--- src/cic_pkg.sv ---
// Package of offsets, field positions and reset values for the interrupt control block
package cic_pkg;
    // ------------------------------------------------------------
    // Register offsets
    // ------------------------------------------------------------
    localparam logic [2:0] OFF_MAIN = 3'h0;
    localparam logic [2:0] OFF_EXT = 3'h1;
    localparam logic [2:0] OFF_CHGEN = 3'h2;
    localparam logic [2:0] OFF_RESCTL = 3'h3;
    localparam logic [2:0] OFF_STATUS = 3'h4;
    localparam logic [2:0] OFF_MASK = 3'h5;
    localparam logic [2:0] OFF_PORT = 3'h6;
    // ------------------------------------------------------------
    // Main control fields
    // ------------------------------------------------------------
    localparam int MAIN_GIE = 7;
    localparam int MAIN_PEIE = 6;
    localparam int MAIN_T0IE = 5;
    localparam int MAIN_X0IE = 4;
    localparam int MAIN_CHIE = 3;
    localparam int MAIN_T0IF = 2;
    localparam int MAIN_X0IF = 1;
    localparam int MAIN_CHIF = 0;
    // ------------------------------------------------------------
    // External control and reset control fields
    // ------------------------------------------------------------
    localparam int EXT_X2IP = 7;
    localparam int EXT_X1IP = 6;
    localparam int EXT_X3IE = 5;
    localparam int EXT_X1IE = 3;
    localparam int EXT_X3IF = 2;
    localparam int EXT_X1IF = 0;
    localparam int RESCTL_PRIORITY_SCHEME_ENABLE = 7;
    // ------------------------------------------------------------
    // Reset values
    // ------------------------------------------------------------
    localparam logic [7:0] MAIN_RST = 8'h00;
    localparam logic [7:0] EXT_RST = 8'hC0;
    localparam logic [7:0] CHGEN_RST = 8'h00;
    localparam logic [7:0] RESCTL_RST = 8'h00;
    localparam logic [7:0] MASK_RST = 8'h00;
endpackage : cic_pkg
--- src/cic_core.sv ---
// Core interrupt control: enables, flags, priority and request to the core
// How it works
// - Flags latch regardless of interrupt enables; the change flag only for change-enabled pins
// - No priority: bit 7 gates all interrupts except irq
// - Priority: bit 7 enables high-priority interrupts
// - No priority: bit 6 is unused, bit 7 alone gates
// - Priority: bit 6 enables low-priority interrupts
// - Timer overflow: enable bit 5, flag bit 2
// - External pin zero: enable 4, flag 1
// - Upper port change sets flag bit 0
// - Persisting mismatch keeps setting the flag
// - Per-pin change enables, all off at reset
// - Bits 5..3 enable ext pins three..one
// - Priority bits act only when scheme enabled
// - Wake always; vector only if global enabled
module cic_core
    import cic_pkg::*;
#(
    parameter int PORT_PINS = 4
) (
    input wire logic ref_clk,
    input wire logic rst_n,
    input wire logic [2:0] regAddr,
    input wire logic [7:0] regWdata,
    input wire logic regWr,
    input wire logic regRd,
    output logic [7:0] regRdata,
    input wire logic timerOverflow,
    input wire logic extPin0Event,
    input wire logic extPin1Event,
    input wire logic extPin2Event,
    input wire logic extPin3Event,
    input wire logic [PORT_PINS-1:0] upperPortPins,
    input wire logic sleeping,
    output logic highPriorityReq,
    output logic lowPriorityReq,
    output logic wakeReq,
    output logic branchToVector,
    output logic irq
);
    // ------------------------------------------------------------
    // Registers
    // ------------------------------------------------------------
    logic [7:0] mainCtl_r;
    logic [7:0] extCtl_r;
    logic [PORT_PINS-1:0] chgEn_r;
    logic [7:0] resCtl_r;
    logic [7:0] evtStatus_r;
    logic [7:0] evtMask_r;
    logic [PORT_PINS-1:0] portLatch_r;
    logic [PORT_PINS-1:0] portPrev_r;
    logic mismatch;
    logic wrMain;
    logic wrExt;
    logic prioOn;
    logic pend0;
    logic pend1;
    logic pend2;
    logic pend3;
    logic pendT;
    logic pendC;
    logic hiAny;
    logic loAny;
    logic hiReq_nxt;
    logic loReq_nxt;
    logic anyEnabled;
    logic [7:0] evtSet;

    function automatic logic [7:0] clearFlags(input logic [7:0] cur, input logic [7:0] wr,
                                               input logic [7:0] fmask);
        clearFlags = (cur & fmask & wr) | (wr & ~fmask);
    endfunction : clearFlags

    assign wrMain = regWr && regAddr == OFF_MAIN;
    assign wrExt = regWr && regAddr == OFF_EXT;
    assign prioOn = resCtl_r[RESCTL_PRIORITY_SCHEME_ENABLE];
    // Mismatch against latched port value, like a reading of the port
    assign mismatch = |((upperPortPins ^ portLatch_r) & chgEn_r);

    // ------------------------------------------------------------
    // Main control register
    // ------------------------------------------------------------
    // Set wins over a software clear in the same cycle
    always_ff @(posedge ref_clk or negedge rst_n) begin
        if (!rst_n) begin
            mainCtl_r <= MAIN_RST;
        end else begin
            mainCtl_r <= wrMain ? clearFlags(mainCtl_r, regWdata, 8'h07) : mainCtl_r;
            if (timerOverflow) begin
                mainCtl_r[MAIN_T0IF] <= 1'b1;
            end
            if (extPin0Event) begin
                mainCtl_r[MAIN_X0IF] <= 1'b1;
            end
            if (mismatch) begin
                mainCtl_r[MAIN_CHIF] <= 1'b1;
            end
        end
    end

    // ------------------------------------------------------------
    // External control register
    // ------------------------------------------------------------
    always_ff @(posedge ref_clk or negedge rst_n) begin
        if (!rst_n) begin
            extCtl_r <= EXT_RST;
        end else begin
            extCtl_r <= wrExt ? clearFlags(extCtl_r, regWdata, 8'h07) : extCtl_r;
            if (extPin3Event) begin
                extCtl_r[EXT_X3IF] <= 1'b1;
            end
            if (extPin2Event) begin
                extCtl_r[EXT_X3IF-1] <= 1'b1;
            end
            if (extPin1Event) begin
                extCtl_r[EXT_X1IF] <= 1'b1;
            end
        end
    end

    // ------------------------------------------------------------
    // Change enables, reset control, port latch
    // ------------------------------------------------------------
    always_ff @(posedge ref_clk or negedge rst_n) begin
        if (!rst_n) begin
            chgEn_r <= CHGEN_RST[PORT_PINS-1:0];
            resCtl_r <= RESCTL_RST;
            evtMask_r <= MASK_RST;
        end else if (regWr) begin
            if (regAddr == OFF_CHGEN) begin
                chgEn_r <= regWdata[PORT_PINS-1:0];
            end
            if (regAddr == OFF_RESCTL) begin
                resCtl_r <= regWdata & 8'h80;
            end
            if (regAddr == OFF_MASK) begin
                evtMask_r <= regWdata;
            end
        end
    end

    // A read of the port snapshots the pins and ends the mismatch
    always_ff @(posedge ref_clk or negedge rst_n) begin
        if (!rst_n) begin
            portLatch_r <= '0;
            portPrev_r <= '0;
        end else begin
            portPrev_r <= upperPortPins;
            if (regRd && regAddr == OFF_PORT) begin
                portLatch_r <= upperPortPins;
            end
        end
    end

    // ------------------------------------------------------------
    // Request generation
    // ------------------------------------------------------------
    assign pendT = mainCtl_r[MAIN_T0IF] & mainCtl_r[MAIN_T0IE];
    assign pend0 = mainCtl_r[MAIN_X0IF] & mainCtl_r[MAIN_X0IE];
    assign pendC = mainCtl_r[MAIN_CHIF] & mainCtl_r[MAIN_CHIE];
    assign pend3 = extCtl_r[EXT_X3IF] & extCtl_r[EXT_X3IE];
    assign pend2 = extCtl_r[EXT_X3IF-1] & extCtl_r[EXT_X3IE-1];
    assign pend1 = extCtl_r[EXT_X1IF] & extCtl_r[EXT_X1IE];
    assign anyEnabled = pendT | pend0 | pendC | pend1 | pend2 | pend3;

    // Core sources high priority; ext pins one/two by their bits, three fixed high
    always_comb begin
        hiAny = pendT | pend0 | pendC | pend3 |
                (pend2 & extCtl_r[EXT_X2IP]) | (pend1 & extCtl_r[EXT_X1IP]);
        loAny = (pend2 & ~extCtl_r[EXT_X2IP]) | (pend1 & ~extCtl_r[EXT_X1IP]);
        if (prioOn) begin
            hiReq_nxt = mainCtl_r[MAIN_GIE] & hiAny;
            loReq_nxt = mainCtl_r[MAIN_GIE] & mainCtl_r[MAIN_PEIE] & loAny;
        end else begin
            // Without priority every source is treated as unmasked core source
            hiReq_nxt = mainCtl_r[MAIN_GIE] & anyEnabled;
            loReq_nxt = 1'b0;
        end
    end

    assign evtSet = {2'b00, timerOverflow, extPin0Event, |(upperPortPins ^ portPrev_r),
                     extPin1Event, extPin2Event, extPin3Event};

    always_ff @(posedge ref_clk or negedge rst_n) begin
        if (!rst_n) begin
            highPriorityReq <= 1'b0;
            lowPriorityReq <= 1'b0;
            wakeReq <= 1'b0;
            branchToVector <= 1'b0;
        end else begin
            highPriorityReq <= hiReq_nxt;
            lowPriorityReq <= loReq_nxt;
            wakeReq <= sleeping & anyEnabled;
            branchToVector <= sleeping & anyEnabled & mainCtl_r[MAIN_GIE];
        end
    end

    // ------------------------------------------------------------
    // Event status, mask and level interrupt
    // ------------------------------------------------------------
    always_ff @(posedge ref_clk or negedge rst_n) begin
        if (!rst_n) begin
            evtStatus_r <= 8'h00;
        end else if (regWr && regAddr == OFF_STATUS) begin
            evtStatus_r <= (evtStatus_r & ~regWdata) | evtSet;
        end else begin
            evtStatus_r <= evtStatus_r | evtSet;
        end
    end

    always_ff @(posedge ref_clk or negedge rst_n) begin
        if (!rst_n) begin
            irq <= 1'b0;
        end else begin
            irq <= |(evtStatus_r & evtMask_r);
        end
    end

    // ------------------------------------------------------------
    // Read port
    // ------------------------------------------------------------
    always_ff @(posedge ref_clk or negedge rst_n) begin
        if (!rst_n) begin
            regRdata <= 8'h00;
        end else if (regRd) begin
            unique case (regAddr)
                OFF_MAIN: regRdata <= mainCtl_r;
                OFF_EXT: regRdata <= extCtl_r;
                OFF_CHGEN: regRdata <= 8'(chgEn_r);
                OFF_RESCTL: regRdata <= resCtl_r;
                OFF_STATUS: regRdata <= evtStatus_r;
                OFF_MASK: regRdata <= evtMask_r;
                OFF_PORT: regRdata <= 8'(upperPortPins);
                default: regRdata <= 8'h00;
            endcase
        end else begin
            regRdata <= 8'h00;
        end
    end

    // ------------------------------------------------------------
    // Assertions
    // ------------------------------------------------------------
    a_timer_flag_set: assert property (@(posedge ref_clk) disable iff (!rst_n)
        timerOverflow |=> mainCtl_r[MAIN_T0IF])
        else $error("timer flag not set");
    a_pin0_flag_set: assert property (@(posedge ref_clk) disable iff (!rst_n)
        extPin0Event |=> mainCtl_r[MAIN_X0IF])
        else $error("pin0 flag not set");
    a_flag_sticky: assert property (@(posedge ref_clk) disable iff (!rst_n)
        mainCtl_r[MAIN_T0IF] && !wrMain |=> mainCtl_r[MAIN_T0IF])
        else $error("timer flag dropped");
    a_change_flag_set: assert property (@(posedge ref_clk) disable iff (!rst_n)
        mismatch |=> mainCtl_r[MAIN_CHIF])
        else $error("change flag not set");
    a_global_block: assert property (@(posedge ref_clk) disable iff (!rst_n)
        !mainCtl_r[MAIN_GIE] |=> !highPriorityReq && !lowPriorityReq)
        else $error("request while disabled");
    a_high_request: assert property (@(posedge ref_clk) disable iff (!rst_n)
        prioOn && mainCtl_r[MAIN_GIE] && pendT |=> highPriorityReq)
        else $error("high request missing");
    a_low_gate: assert property (@(posedge ref_clk) disable iff (!rst_n)
        !mainCtl_r[MAIN_PEIE] |=> !lowPriorityReq)
        else $error("low request without enable");
    a_ext3_flag: assert property (@(posedge ref_clk) disable iff (!rst_n)
        extPin3Event |=> extCtl_r[EXT_X3IF])
        else $error("ext3 flag not set");
    a_wake_branch: assert property (@(posedge ref_clk) disable iff (!rst_n)
        branchToVector |-> wakeReq)
        else $error("branch without wake");
    a_branch_gie: assert property (@(posedge ref_clk) disable iff (!rst_n)
        branchToVector |-> $past(mainCtl_r[MAIN_GIE]))
        else $error("branch without global enable");
    a_wake_sleep: assert property (@(posedge ref_clk) disable iff (!rst_n)
        wakeReq |-> $past(sleeping))
        else $error("wake while running");
    a_ext1_flag: assert property (@(posedge ref_clk) disable iff (!rst_n)
        extPin1Event |=> extCtl_r[EXT_X1IF])
        else $error("ext1 flag not set");
    a_ext2_flag: assert property (@(posedge ref_clk) disable iff (!rst_n)
        extPin2Event |=> extCtl_r[EXT_X3IF-1])
        else $error("ext2 flag not set");
    a_ext_sticky: assert property (@(posedge ref_clk) disable iff (!rst_n)
        extCtl_r[EXT_X3IF] && !wrExt |=> extCtl_r[EXT_X3IF])
        else $error("ext3 flag dropped");
    a_pin0_sticky: assert property (@(posedge ref_clk) disable iff (!rst_n)
        mainCtl_r[MAIN_X0IF] && !wrMain |=> mainCtl_r[MAIN_X0IF])
        else $error("pin0 flag dropped");
    a_change_gated: assert property (@(posedge ref_clk) disable iff (!rst_n)
        !(|chgEn_r) && !mainCtl_r[MAIN_CHIF] |=> !mainCtl_r[MAIN_CHIF])
        else $error("change flag without enabled pin");
    a_chgen_write: assert property (@(posedge ref_clk) disable iff (!rst_n)
        regWr && regAddr == OFF_CHGEN |=> chgEn_r == $past(regWdata[PORT_PINS-1:0]))
        else $error("change enables not written");
    a_mismatch_holds: assert property (@(posedge ref_clk) disable iff (!rst_n)
        mismatch && wrMain |=> mainCtl_r[MAIN_CHIF])
        else $error("clear beat persisting mismatch");
    a_ext_enables: assert property (@(posedge ref_clk) disable iff (!rst_n)
        wrExt |=> extCtl_r[5:3] == $past(regWdata[5:3]))
        else $error("ext enables not written");
    a_prio_bits: assert property (@(posedge ref_clk) disable iff (!rst_n)
        wrExt |=> extCtl_r[7:6] == $past(regWdata[7:6]))
        else $error("priority bits not written");
    a_resctl_only7: assert property (@(posedge ref_clk) disable iff (!rst_n)
        resCtl_r[6:0] == 7'h00)
        else $error("reserved reset control bits set");
    a_prio_ignored: assert property (@(posedge ref_clk) disable iff (!rst_n)
        !prioOn |=> !lowPriorityReq)
        else $error("low request with scheme off");
    a_flat_request: assert property (@(posedge ref_clk) disable iff (!rst_n)
        !prioOn && mainCtl_r[MAIN_GIE] && anyEnabled |=> highPriorityReq)
        else $error("request missing with scheme off");
    a_low_request: assert property (@(posedge ref_clk) disable iff (!rst_n)
        prioOn && mainCtl_r[MAIN_GIE] && mainCtl_r[MAIN_PEIE] && loAny |=> lowPriorityReq)
        else $error("low request missing");
    a_high_ext2: assert property (@(posedge ref_clk) disable iff (!rst_n)
        prioOn && mainCtl_r[MAIN_GIE] && pend2 && extCtl_r[EXT_X2IP] |=> highPriorityReq)
        else $error("ext2 high request missing");
    // ------------------------------------------------------------
    // Coverage of main scenarios
    // ------------------------------------------------------------
    c_high_req: cover property (@(posedge ref_clk) disable iff (!rst_n) highPriorityReq);
    c_low_req: cover property (@(posedge ref_clk) disable iff (!rst_n) lowPriorityReq);
    c_wake: cover property (@(posedge ref_clk) disable iff (!rst_n) wakeReq && !branchToVector);
    c_branch: cover property (@(posedge ref_clk) disable iff (!rst_n) branchToVector);
    // Persisting mismatch is the case software most often gets wrong
    c_mismatch_clear: cover property (@(posedge ref_clk) disable iff (!rst_n) mismatch && wrMain);
endmodule : cic_core

--- config.mk ---
export PLATFORM = sky130hd
export DESIGN_NAME = cic_core
export DESIGN_NICKNAME = d
export VERILOG_FILES = /design/src/cic_pkg.sv /design/src/cic_core.sv
export SDC_FILE = /design/constraint.sdc
export NUM_CORES = 1
export LEC_CHECK = 0
export BUFFER_PORTS_ARGS = -buffer_cell sky130_fd_sc_hd__buf_2
export CAP_MARGIN = 10
export CELL_PAD_IN_SITES_DETAIL_PLACEMENT = 2
export CELL_PAD_IN_SITES_GLOBAL_PLACEMENT = 2
export CORE_MARGIN = 4
export CORE_UTILIZATION = 36
export DETAILED_ROUTE_END_ITERATION = 16
export PLACE_DENSITY_LB_ADDON = 0.1
export SLEW_MARGIN = 0
export SYNTH_ARGS = -nofsm -noshare
export SYNTH_HDL_FRONTEND = slang
export SYNTH_SLANG_ARGS = --single-unit
--- constraint.sdc ---
create_clock -name ref_clk -period 3 [get_ports ref_clk]
set_clock_uncertainty 0.05 [all_clocks]
set_input_delay 0.6 -clock ref_clk [delete_from_list [all_inputs] [get_ports ref_clk]]
set_output_delay 0.6 -clock ref_clk [all_outputs]
set_load 0.05 [all_outputs]
[Word level (Yosys, flattened, before mapping)]
Cells that the tools add are included.
Storage, ports and cells
  memories kept: 0
  memory bits (read-only): 0
  input port bits: 25
  flip-flop bits (word level): 58
  bits in latches: 0
  output and inout port bits: 13
  memory bits (writable): 0
  logic and storage cells: 95
Cells by class
  bitwise gates (word level): 39
  shift-type cells: 0
  equal/unequal tests: 6
  reduce and logical (&&, ||, !) cells: 17
  add/subtract/negate cells: 0
  muxes and demuxes: 13
  divide/modulo/power cells: 0
  order comparisons: 0
  multipliers: 0
Operators with widths (count)
  $pmux 8 s7: 1
  $and 1x1->1: 16
  $and 3x8->8: 2
  $and 8x8->8: 2
  $mux 8: 2
  $or 8x6->8: 2
  $or 8x8->8: 2
  $reduce_bool 2->1: 6
  $eq 3x3->1 const B: 3
  $or 1x1->1: 9
  $mux 1: 8
  $not 8->8: 1
  $reduce_or 4->1: 2
  $reduce_or 8->1: 1
  $xor 4x4->4: 2
  $eq 3x2->1 const B: 2
  $mux 3: 2
  $reduce_and 2->1: 3
  $and 4x4->4: 1
  $logic_and 1x1->1: 4
  $eq 3x1->1 const B: 1
  $logic_not 3->1: 1
  $not 1->1: 2

[Longest topological paths before layout]
Gate-level depths: netlist (run 1).
  word-level depth: 8
  depth in mapped cells: 5
  depth with buffers taken out: 3

[Worst setup path after synthesis (run 1)]
No wires, ideal clock.
  path kind: input -> register
  start point: in regAddr[0]
  end point: reg mainCtl_r[3]
  library setup time: 0.125 ns
  stages on the path: 4
  arrival: 1.653 ns
  slack: 1.172 ns
  required time: 2.825 ns
  path buffers: 2
  cells stage by stage: buf_6 > or4b_4 > buf_6 > mux2_4
On the way
  word-level cells in the longest chain between the ends: 2
Ends and longest elaborated chain
  start, declared: RTL line cic_core.sv:23  | input wire logic [2:0] regAddr,
  $logic_not 3->1: RTL line cic_core.sv:74  | assign wrMain = regWr && regAddr == OFF_MAIN;
  $logic_and 1x1->1: RTL line cic_core.sv:74
  end signal, assigned: RTL line cic_core.sv:88  | mainCtl_r <= wrMain ? clearFlags(mainCtl_r, regWdata, 8'h07) : mainCtl_r;
  end, declared: RTL line cic_core.sv:44  | logic [7:0] mainCtl_r;
No other way between the ends.
A chain may end at the register's enable or synchronous reset.

[Worst setup path in the final report (run 1)]
  start point: in regAddr[0]
  end point: reg portLatch_r[0]
On the way
  word-level cells in the longest chain between the ends: 2
Ends and longest elaborated chain
  $eq 3x3->1: RTL line cic_core.sv:149  | if (regRd && regAddr == OFF_PORT) begin
  $logic_and 1x1->1: RTL line cic_core.sv:149
  end signal, assigned: RTL line cic_core.sv:150  | portLatch_r <= upperPortPins;
  end, declared: RTL line cic_core.sv:50  | logic [PORT_PINS-1:0] portLatch_r;
No other way between the ends.

==> metrics.txt, run 1 <==
outcome complete, no violations; RSZ-0062 raised after global routing no; fraction of the mapped netlist area in adder cells 0%; P per Cell Area 648 mW/mm^2; Sw Share between 20% and 30%; die area 0.00871 mm^2; Simple-Gate Fraction of Synth Area about 8.6%; # resized after CTS 0; synth warn 0; vias in the first global route around 2,000; post-synthesis compound-gate area fraction 10.6%; starting DRC count in detailed routing approximately 40; initial antenna violation count 0; Post-Syn Nets 220; Combinational Power Share 18.9%; row cnt 30; Fin Setup TNS 0 ns; fin crit share 56.7%; Detail Route Antenna Nets 0; via count between 1,500 and 2,000; post-synthesis mux area share 19.9%; Final setup viols 0; Avg WL per Cell 20.1 um; synth unique cells 37; clk sink count 58; Starting Density 37.7%; Nets around 260; DPL Wire Length 5080 um; xor/xnor cell area share of the yosys netlist 2.67%; Reg-to-Reg End regRdata[7]; H-Tree Depth 3; largest family of logic cells by synthesized area multiplexers; # diodes 0; Max VDD drop 0.000267 V; Startpoint Class input port; Max Slew Vio Count 0; Worst Path Max Fanout 19; GRT overflow 0; Cell Area, Synth 0.00262 mm^2; drc violations 0; Clock Power Share 32.0%; Vias/cell 5.20; relative slew slack 61.7%; TritonCTS buffer count 9; die width just over 90 um; post-CTS setup buffers 0; maximum clock frequency 588 MHz; Routed WL 6790 um; Fill cells 709; Hold Buf Count CTS 0; Seq pwr share 49.1%; Max Cap Viol 0; R2R Setup Slk 1.65 ns; sequential area share after synthesis 55.5%; pre-CTS setup slack about 0.94 ns; Die H 93.3 um; total global-route track usage 17.0%; Clock Pin Slew Worst Setup and Hold Paths 0.07 ns; syn avg cell area approximately 13 um^2; layout cells sized above 1 a little under two fifths; Placeable Area 0.00694 mm^2; P_sw 0.591 mW; Internal 1.40 mW; worst hold path class input port to asynchronous set/reset pin; Crit Path Category input port to flop; area delta synth->final 17.0%; critical path required time about 3.2 ns; CP endpoint kind flop; I/O Buffers 37; routability cong. 0.769; setup ws final approximately 1.3 ns; WP data arrival 1.87 ns; Top Ports 38; Period minus WS final 1.70 ns; CTS tree yes; leakage between 1 and 1.5 nW; Fin. Hold Viols 0; R2R depth 3; CTS Buffer Depth 2; pin count of the biggest net entering global routing 24; DRT Pass-1 Iters 4; Slew @ Worst Pin 0.575 ns; worst r2r src extCtl_r[7]; clock root cell clkbuf_8; Clock Latency Late Sink 0.34 ns; flop and latch count out of synthesis 58; Cells after Synth between 150 and 200; first-pass GRT wire length 11,000 um
-- power groups by stage --
stage | registers, mW | logic [mW] | clock network, mW
after floorplan | 1.02 | 0.204 | 0
after global placement | 0.981 | 0.364 | 0
after detailed placement | 0.991 | 0.379 | 0
after CTS | 0.976 | 0.383 | 0.658
after global routing | 0.989 | 0.410 | 0.700
final | 0.976 | 0.376 | 0.636
-- cell type report --
type	count	area [um^2]	area share [%]
clock buffer	12	155	5.06
sequential	58	1450	47.4
inverter	5	18.8	0.612
multi-input combinational	123	1100	35.7
tap	96	120	3.92
clock inverter	3	15.0	0.490
timing repair buffer	40	208	6.77
-- cells in the mapped netlist, drive strengths merged --
library cell | number | area share (%)
dfrtp | 56 | 53
mux2 | 33 | 15
a22oi | 12 | 3.4
nand2 | 10 | 1.4
o21ai | 8 | 1.5
a21o | 6 | 1.7
nand2b | 6 | 1.4
buf | 5 | 1.4
inv | 5 | 0.72
mux4 | 5 | 5.0
and3 | 4 | 0.95
clkbuf | 4 | 0.57
nand4 | 4 | 1.2
xnor2 | 4 | 1.3
xor2 | 4 | 1.3
a211oi | 3 | 0.86
nor2 | 3 | 0.43
a21boi | 2 | 0.57
a21oi | 2 | 0.38
a221oi | 2 | 0.67
and2 | 2 | 0.48
dfstp | 2 | 2.0
nand3 | 2 | 0.38
a2111oi | 1 | 0.33
a211o | 1 | 0.33
a31oi | 1 | 0.24
and4 | 1 | 0.33
nand4bb | 1 | 0.43
nor2b | 1 | 0.24
nor3 | 1 | 0.38
nor4bb | 1 | 0.38
o22ai | 1 | 0.24
o31a | 1 | 0.33
or4b | 1 | 0.52
-- worst max path at each step --
stage | from | endpoint
6_report | regAddr[0] | portLatch_r[0]
3_5_place_dp | regAddr[0] | portLatch_r[0]
2_1_floorplan | regAddr[0] | mainCtl_r[3]
3_3_place_gp | regAddr[0] | mainCtl_r[5]
5_1_grt | regAddr[0] | portLatch_r[0]
4_1_cts | regAddr[0] | portLatch_r[0]
-- sequential cells by signal, indices dropped and copies added, names as in the netlist --
name	count
evtMask_r	8
evtStatus_r	8
extCtl_r	8
mainCtl_r	8
regRdata	8
chgEn_r	4
portLatch_r	4
portPrev_r	4
branchToVector	1
highPriorityReq	1
irq	1
lowPriorityReq	1
resCtl_r	1
wakeReq	1
-- kinds of logic after synthesis --
family,after synthesis
compound gates,40
xor+xnor,8
buf+inv,14
flops,58
mux,38
simple gates,37
-- per-stage QoR --
stage               cells  area [um^2]  util, %  hold WS [ns]  power (mW)
floorplan             195         2620        -         0.254        1.22
global placement      322         2900     41.7         0.459        1.35
detailed placement    322         2900     41.7         0.468        1.37
CTS                   337         3070     44.2         0.207        2.02
global route          337         3070     44.2         0.225        2.10
finish                337         3070     44.2         0.207        1.99
-- layer usage --
metal / wire length, um / track usage (%) / up-vias
met5: 0 / 0 / -
met2: 3180 / 26.4 / 37
li1: - / - / 808
met3: 257 / 3.46 / 11
met4: 112 / 6.96 / 0
met1: 3240 / 23.0 / 896
-- critical path: stages --
cell and delay (ns):
buf_2 0.24, nor2b_1 0.42, nand3_1 0.26, mux2_2 0.34
-- cell usage in the layout (no fill, tap or decap), types with 2 or more instances in the layout --
master	instances
dfrtp_1	56
a21boi_0	2
buf_2	37
mux2_2	28
buf_4	3
xnor2_1	4
a21oi_1	2
a221oi_1	2
a21o_1	6
nor2_1	3
mux4_1	5
dfstp_2	2
xor2_1	4
a22oi_1	12
nand4_1	3
nand2b_1	6
and3_1	4
and2_1	2
nand2_1	10
a211oi_1	3
mux2_4	5
clkbuf_8	11
nand3_1	2
inv_1	5
clkinv_2	3
o21ai_0	8
(Power assumes the default switching activity.)
==> run 2: changes to the inputs <==
--- a/config.mk
+++ b/config.mk
@@ -5,12 +5,13 @@
 export SDC_FILE = /design/constraint.sdc
 export NUM_CORES = 1
 export LEC_CHECK = 0
+export ABC_AREA = 1
 export BUFFER_PORTS_ARGS = -buffer_cell sky130_fd_sc_hd__buf_2
 export CAP_MARGIN = 10
 export CELL_PAD_IN_SITES_DETAIL_PLACEMENT = 2
 export CELL_PAD_IN_SITES_GLOBAL_PLACEMENT = 2
 export CORE_MARGIN = 4
-export CORE_UTILIZATION = 36
+export CORE_UTILIZATION = 32
 export DETAILED_ROUTE_END_ITERATION = 16
 export PLACE_DENSITY_LB_ADDON = 0.1
 export SLEW_MARGIN = 0
==> constraint.sdc (replaced) <==
create_clock -name ref_clk -period 1.5 [get_ports ref_clk]
set_clock_uncertainty 0.05 [all_clocks]
set_input_delay 0.3 -clock ref_clk [delete_from_list [all_inputs] [get_ports ref_clk]]
set_output_delay 0.3 -clock ref_clk [all_outputs]
set_load 0.05 [all_outputs]
==> run 2 against run 1 <==
Sequential power rose by 98%; final cell count rose by 40%; setup slack got worse by 1.1 ns; routed wire length rose by 29%; sequential share of layout area fell by 4.8 points; critical path depth fell by 3; synthesized cell count rose by 58%; register-to-register slack got worse by 1.4 ns; first-iteration DRC count rose by 54%; die area rose by 20%; clock power rose by 110%.
==> metrics.txt, run 2 <==
Worst Hold Path EP portPrev_r[3]; Max Cap Viol 0 (unchanged); HP Start upperPortPins[3]; GRT overflow 0 (unchanged); R2R Setup Slk 0.27 ns (-1.38 ns); initial antenna violation count 0 (unchanged); Crit path largest cell delay 0.34 ns (-0.08 ns); leakage 1.65 nW (+22%); most common cell after layout, fill and taps aside nand2_1; Avg WL per Cell 18.4 um (-8.4%); Crit Path Category flop to output port; Fin Setup TNS 0 ns (unchanged); Cells after Synth 308 (+58%); clock root cell clkbuf_8; P per Cell Area 1200 mW/mm^2 (+84%); RSZ-0062 raised after global routing no; area delta synth->final 20.3%; worst r2r src mainCtl_r[2]; top-count cell post-synth nand2_1; TritonCTS buffer count 9 (unchanged); CTS Buffer Depth 2 (unchanged); ys async rst share 100% (unchanged); Final setup viols 0 (unchanged); # diodes 0 (unchanged); Starting Density 32.7% (-5.1 points); outcome complete, no violations; via count 2,417 (+38%); layout cells sized above 1 27.1% (-11 points); Worst Path Max Fanout 1 (-18); Reg-to-Reg End branchToVector; syn avg cell area 9.21 um^2 (-32%); Max VDD drop 0.000480 V (+80%); I/O Buffers 37 (unchanged); sequential area share after synthesis 51.3% (-4.2 points); R2R depth 5 (+2); Placeable Area 0.00868 mm^2 (+25%); Clock Pin Slew Worst Setup and Hold Paths 0.07 ns (about the same); most frequent cells after synthesis nand2_1 (73), dfrtp_1 (56), nand3_1 (40); cell chain of the critical path buf_2; Final Cell Area 0.00341 mm^2 (+11%); area post-placement 0.00323 mm^2 (+11%); # resized after CTS 0 (unchanged); Vias/cell 5.11 (-1.7%); Fill cells 984 (+39%); Cell Area, Synth 0.00284 mm^2 (+8.2%); Routed WL 8730 um (+29%); CP endpoint kind output port; Max Slew Vio Count 0 (unchanged); WP data arrival 0.95 ns (-0.92 ns); cell taking the most area after synthesis dfrtp_1; ys flop type dfrtp_1; routability cong. 0.739 (-3.9%); H-Tree Depth 3 (unchanged); synth warn 0 (unchanged); Nets 385 (+47%); synth unique cells 28 (-24%); flop and latch count out of synthesis 58 (unchanged); clk sink count 58 (unchanged); top cell type's share of synthesized area 49.4% (-4.0 points); Slowest cell on crit path dfrtp_1; Top Ports 38 (unchanged); Hold Crit Depth 1; Synth area leaders dfrtp_1 (49%), nand2_1 (9.7%), nand3_1 (7.1%); final core utilization 39.3% (-4.9 points); Startpoint Class flop; most frequent cells in the layout nand2_1 (73), dfrtp_1 (56), nand3_1 (40), buf_2 (37), nor2_1 (24); die area 0.0104 mm^2 (+20%); maximum clock frequency approximately 770 MHz; Fin. Hold Viols 0 (unchanged); vias in the first global route 2,571 (+30%); relative slew slack 77.8% (+16 points); Die H 102 um (+9.4%); drc violations 0 (unchanged); Detail Route Antenna Nets 0 (unchanged); post-CTS setup buffers 0 (unchanged); die width 102 um (+9.4%); CTS tree yes; Hold WS 0.0882 ns (-0.119 ns); Clock Latency Late Sink 0.34 ns (about the same); DRT Pass-1 Iters 4 (unchanged); row cnt 34 (+13%); Slew @ Worst Pin 0.332 ns (-0.243 ns); starting DRC count in detailed routing 63 (+54%); Period minus WS final 1.30 ns; fin crit share 86.5%; total global-route track usage 18.2% (+1.2 points); first-pass GRT wire length 14,100 um (+28%); critical path required time 1.15 ns (-2.02 ns); worst hold path class input port to flop; DPL Wire Length 6540 um (+29%); delay-heaviest family, CP flip-flops; pin count of the biggest net entering global routing 59 (+150%); Post-Syn Nets 333 (+51%); worst path bufs/invs 1 (unchanged); EDFF count, synth 0 (unchanged)
[run 2: cell count changes after synthesis, moves of 12 or more]
cell / before / now
nand2_1: 10 / 73
nand3_1: 2 / 40
mux2_2: 28 / 0
nor2_1: 3 / 24
inv_1: 5 / 23
o21ai_2: 0 / 18
o21ai_0: 8 / 22
a22oi_1: 12 / 0
[run 2: worst register-to-register path, stage by stage (launching register included)]
cell and delay, ns:
dfrtp_1 0.44, nand2_1 0.09, nand2_1 0.05, nor2_1 0.20
a21boi_0 0.15, and2_1 0.16
[run 2: layout make-up]
class	count	area, um^2	share of cell area [%]
inverters	25	104	3.05
flip-flops and latches	58	1450	42.6
clock buffers	13	159	4.66
repair buffers	51	355	10.4
clock inverters	3	15.0	0.440
well taps	108	135	3.96
multi-input cells	215	1190	34.8
[run 2: cells by family (layout without fill, tap and decap cells)]
logic type      count (synthesis)  in the layout  share of synthesized area [%]
buf+inv                        35             92                           6.84
xor+xnor                        4              4                           1.24
flops                          58             58                           51.3
compound gates                 47             47                           11.4
simple gates                  164            164                           29.2
[run 2: layer usage]
metal / track usage (%) / wire length, um / part of all wire (%) / vias up
li1: - / - / - / 1136
met2: 28.9 / 4150 / 48 / 43
met4: 6.66 / 104 / 1.2 / 0
met1: 24.9 / 4200 / 48 / 1230
met3: 3.00 / 274 / 3.1 / 8
met5: 0 / 0 / 0 / -
[run 2: how the worst max path moves through the flow]
stage,depth (start not counted),slack (ns),startpoint,to
6_report,1,0.20,branchToVector,branchToVector
5_1_grt,5,0.16,extCtl_r[5],branchToVector
4_1_cts,1,0.18,branchToVector,branchToVector
3_5_place_dp,6,-0.06,regAddr[0],extCtl_r[2]
3_3_place_gp,6,-0.06,regAddr[0],extCtl_r[0]
2_1_floorplan,6,0.25,regAddr[2],resCtl_r[7]
[run 2: what timing repair did]
item / 4_1_cts / 5_1_grt
hold endpoints to repair: 56 / 0
endpoints found under the setup margin: 0 / 0
hold buffers: 1 / 0
[run 2: power by group]
part	switching (mW)	internal [mW]	leakage (nW)	total, mW
combinational	0.539	0.292	0.872	0.831
sequential	0.165	1.76	0.685	1.93
clock	0.634	0.683	0.0932	1.32
[run 2: per-stage QoR]
stage	power, mW	cells	setup WS (ns)
floorplan	2.46	308	0.250
global placement	2.76	456	-0.0557
detailed placement	2.80	456	-0.0608
CTS	4.14	473	0.178
global route	4.32	473	0.163
finish	4.07	473	0.202
==> run 3: changes to the inputs <==
--- a/config.mk
+++ b/config.mk
@@ -5,13 +5,13 @@
 export SDC_FILE = /design/constraint.sdc
 export NUM_CORES = 1
 export LEC_CHECK = 0
-export ABC_AREA = 1
 export BUFFER_PORTS_ARGS = -buffer_cell sky130_fd_sc_hd__buf_2
 export CAP_MARGIN = 10
 export CELL_PAD_IN_SITES_DETAIL_PLACEMENT = 2
 export CELL_PAD_IN_SITES_GLOBAL_PLACEMENT = 2
 export CORE_MARGIN = 4
-export CORE_UTILIZATION = 32
+export CORE_UTILIZATION = 35
+export CTS_CLUSTER_DIAMETER = 50
 export DETAILED_ROUTE_END_ITERATION = 16
 export PLACE_DENSITY_LB_ADDON = 0.1
 export SLEW_MARGIN = 0
==> run 3 against run 2 <==
Critical path depth is 2 higher; die area is 14% lower; setup slack worse by 0.14 ns; final area is 4.1% lower; clock power is 26% higher; highest routed layer unchanged.
==> metrics.txt, run 3 (synthesis results as in run 1) <==
outcome complete, no violations; Routed WL 7270 um (-17%); worst path bufs/invs 0 (-1); # resized after CTS 0 (unchanged); Top Ports 38 (unchanged); total global-route track usage 18.0% (-0.20 points); Avg WL per Cell 20.4 um (+11%); routability cong. 0.778 (+5.2%); area delta synth->final 24.7%; starting DRC count in detailed routing 45 (-29%); Period minus WS final 1.44 ns (+0.144 ns); cell chain of the critical path a211o_1 > o21ai_0 > a2111oi_0; Max Cap Viol 0 (unchanged); Slew @ Worst Pin 0.450 ns (+0.118 ns); RSZ-0062 raised after global routing no; Worst Path Max Fanout 4 (+3); row cnt 31 (-8.8%); Pwr Total 4.40 mW (+7.9%); Placeable Area 0.00725 mm^2 (-16%); worst hold path class input port to flop; drc violations 0 (unchanged); P per Cell Area 1350 mW/mm^2 (+13%); HP Start upperPortPins[0]; Vias/cell 5.28 (+3.3%); clk sink count 58 (unchanged); initial antenna violation count 0 (unchanged); Nets 277 (-28%); I/O Buffers 37 (unchanged); Fin. Hold Viols 0 (unchanged); Fill cells 721 (-27%); relative slew slack 69.2% (-8.6 points); Starting Density 36.1% (+3.5 points); pin count of the biggest net entering global routing 59 (unchanged); pre-CTS setup slack -0.165 ns (-0.105 ns); delay-heaviest family, CP compound AO/OA/AOI/OAI gates; DPL Wire Length 5310 um (-19%); CTS tree yes; Crit. Startpoint extCtl_r[7]; Crit path largest cell delay 0.57 ns (+0.23 ns); leakage 1.46 nW (-11%); Die H 94.5 um (-7.4%); clock root cell clkbuf_8; via count 1,879 (-22%); Max VDD drop 0.000562 V (+17%); maximum clock frequency 694 MHz (-10%); Startpoint Class flop; Max Slew Vio Count 0 (unchanged); fin crit share 96.1% (+9.6 points); R2R Setup Slk 0.06 ns (-0.21 ns); # diodes 0 (unchanged); setup ws final 0.0585 ns (-0.144 ns); Final setup viols 0 (unchanged); Slowest cell on crit path dfstp_2; vias in the first global route 2,182 (-15%); layout cells sized above 1 41.6% (+15 points); first-pass GRT wire length 11,900 um (-16%); WP data arrival 1.57 ns (+0.62 ns); Clock Latency Late Sink 0.33 ns (about the same); Crit Path Category flop to flop; DRT Pass-1 Iters 4 (unchanged); TritonCTS buffer count 9 (unchanged); worst r2r src extCtl_r[7]; die area 0.00894 mm^2 (-14%); CP endpoint kind flop; CTS Buffer Depth 2 (unchanged); Clock Pin Slew Worst Setup and Hold Paths 0.07 ns (about the same); most frequent cells in the layout dfrtp_1 (56), buf_2 (37), mux2_2 (28), buf_4 (15), a22oi_1 (12); H-Tree Depth 3 (unchanged); die width 94.5 um (-7.4%); critical path required time 1.63 ns (+0.48 ns); most common cell after layout, fill and taps aside dfrtp_1; GRT overflow 0 (unchanged); Fin Setup TNS 0 ns (unchanged); Detail Route Antenna Nets 0 (unchanged)
[run 3: timing repair]
| item | CTS | global route |
|---|---|---|
| endpoints found under the hold margin | 56 | 0 |
| buffers inserted | 0 | 0 |
| hold buffers | 1 | 0 |
[run 3: metal layers]
layer / share of wire [%] / routed length [um] / global-route usage (%) / up-vias
met2: 50 / 3630 / 30.0 / 36
met4: 0.98 / 71 / 5.05 / 0
met1: 45 / 3280 / 23.2 / 996
li1: - / - / - / 837
met5: 0 / 0 / 0 / -
met3: 3.9 / 287 / 4.46 / 10
[run 3: worst paths after layout]
path,depth (start not counted),to
max,3,regRdata[7]
min,1,portPrev_r[0]
max reg2reg,3,regRdata[7]
min reg2reg,1,evtStatus_r[3]
max in group asynchronous,3,extCtl_r[6]
min in group asynchronous,3,regRdata[3]
[run 3: layout make-up]
type	count	area [um^2]	area share [%]
repair buffers	55	348	10.6
inverters	5	18.8	0.574
multi-input cells	123	1100	33.5
well taps	99	124	3.79
clock inverters	4	73.8	2.26
clock buffers	12	155	4.75
flip-flops and latches	58	1450	44.5
[run 3: power by group]
part,internal (mW),total [mW],switching (mW)
clock network,1.03,1.66,0.630
logic,0.367,0.796,0.429
registers,1.78,1.94,0.163
[run 3: metrics by stage]
stage          instance area (um^2)  util, %  hold WS, ns  cells
2_1_floorplan                  2620        -      -0.0456    195
3_5_place_dp                   3030     41.8        0.288    339
6_report                       3270     45.1       0.0995    356
4_1_cts                        3270     45.1       0.0862    356
3_3_place_gp                   3030     41.8        0.275    339
5_1_grt                        3270     45.1       0.0822    356
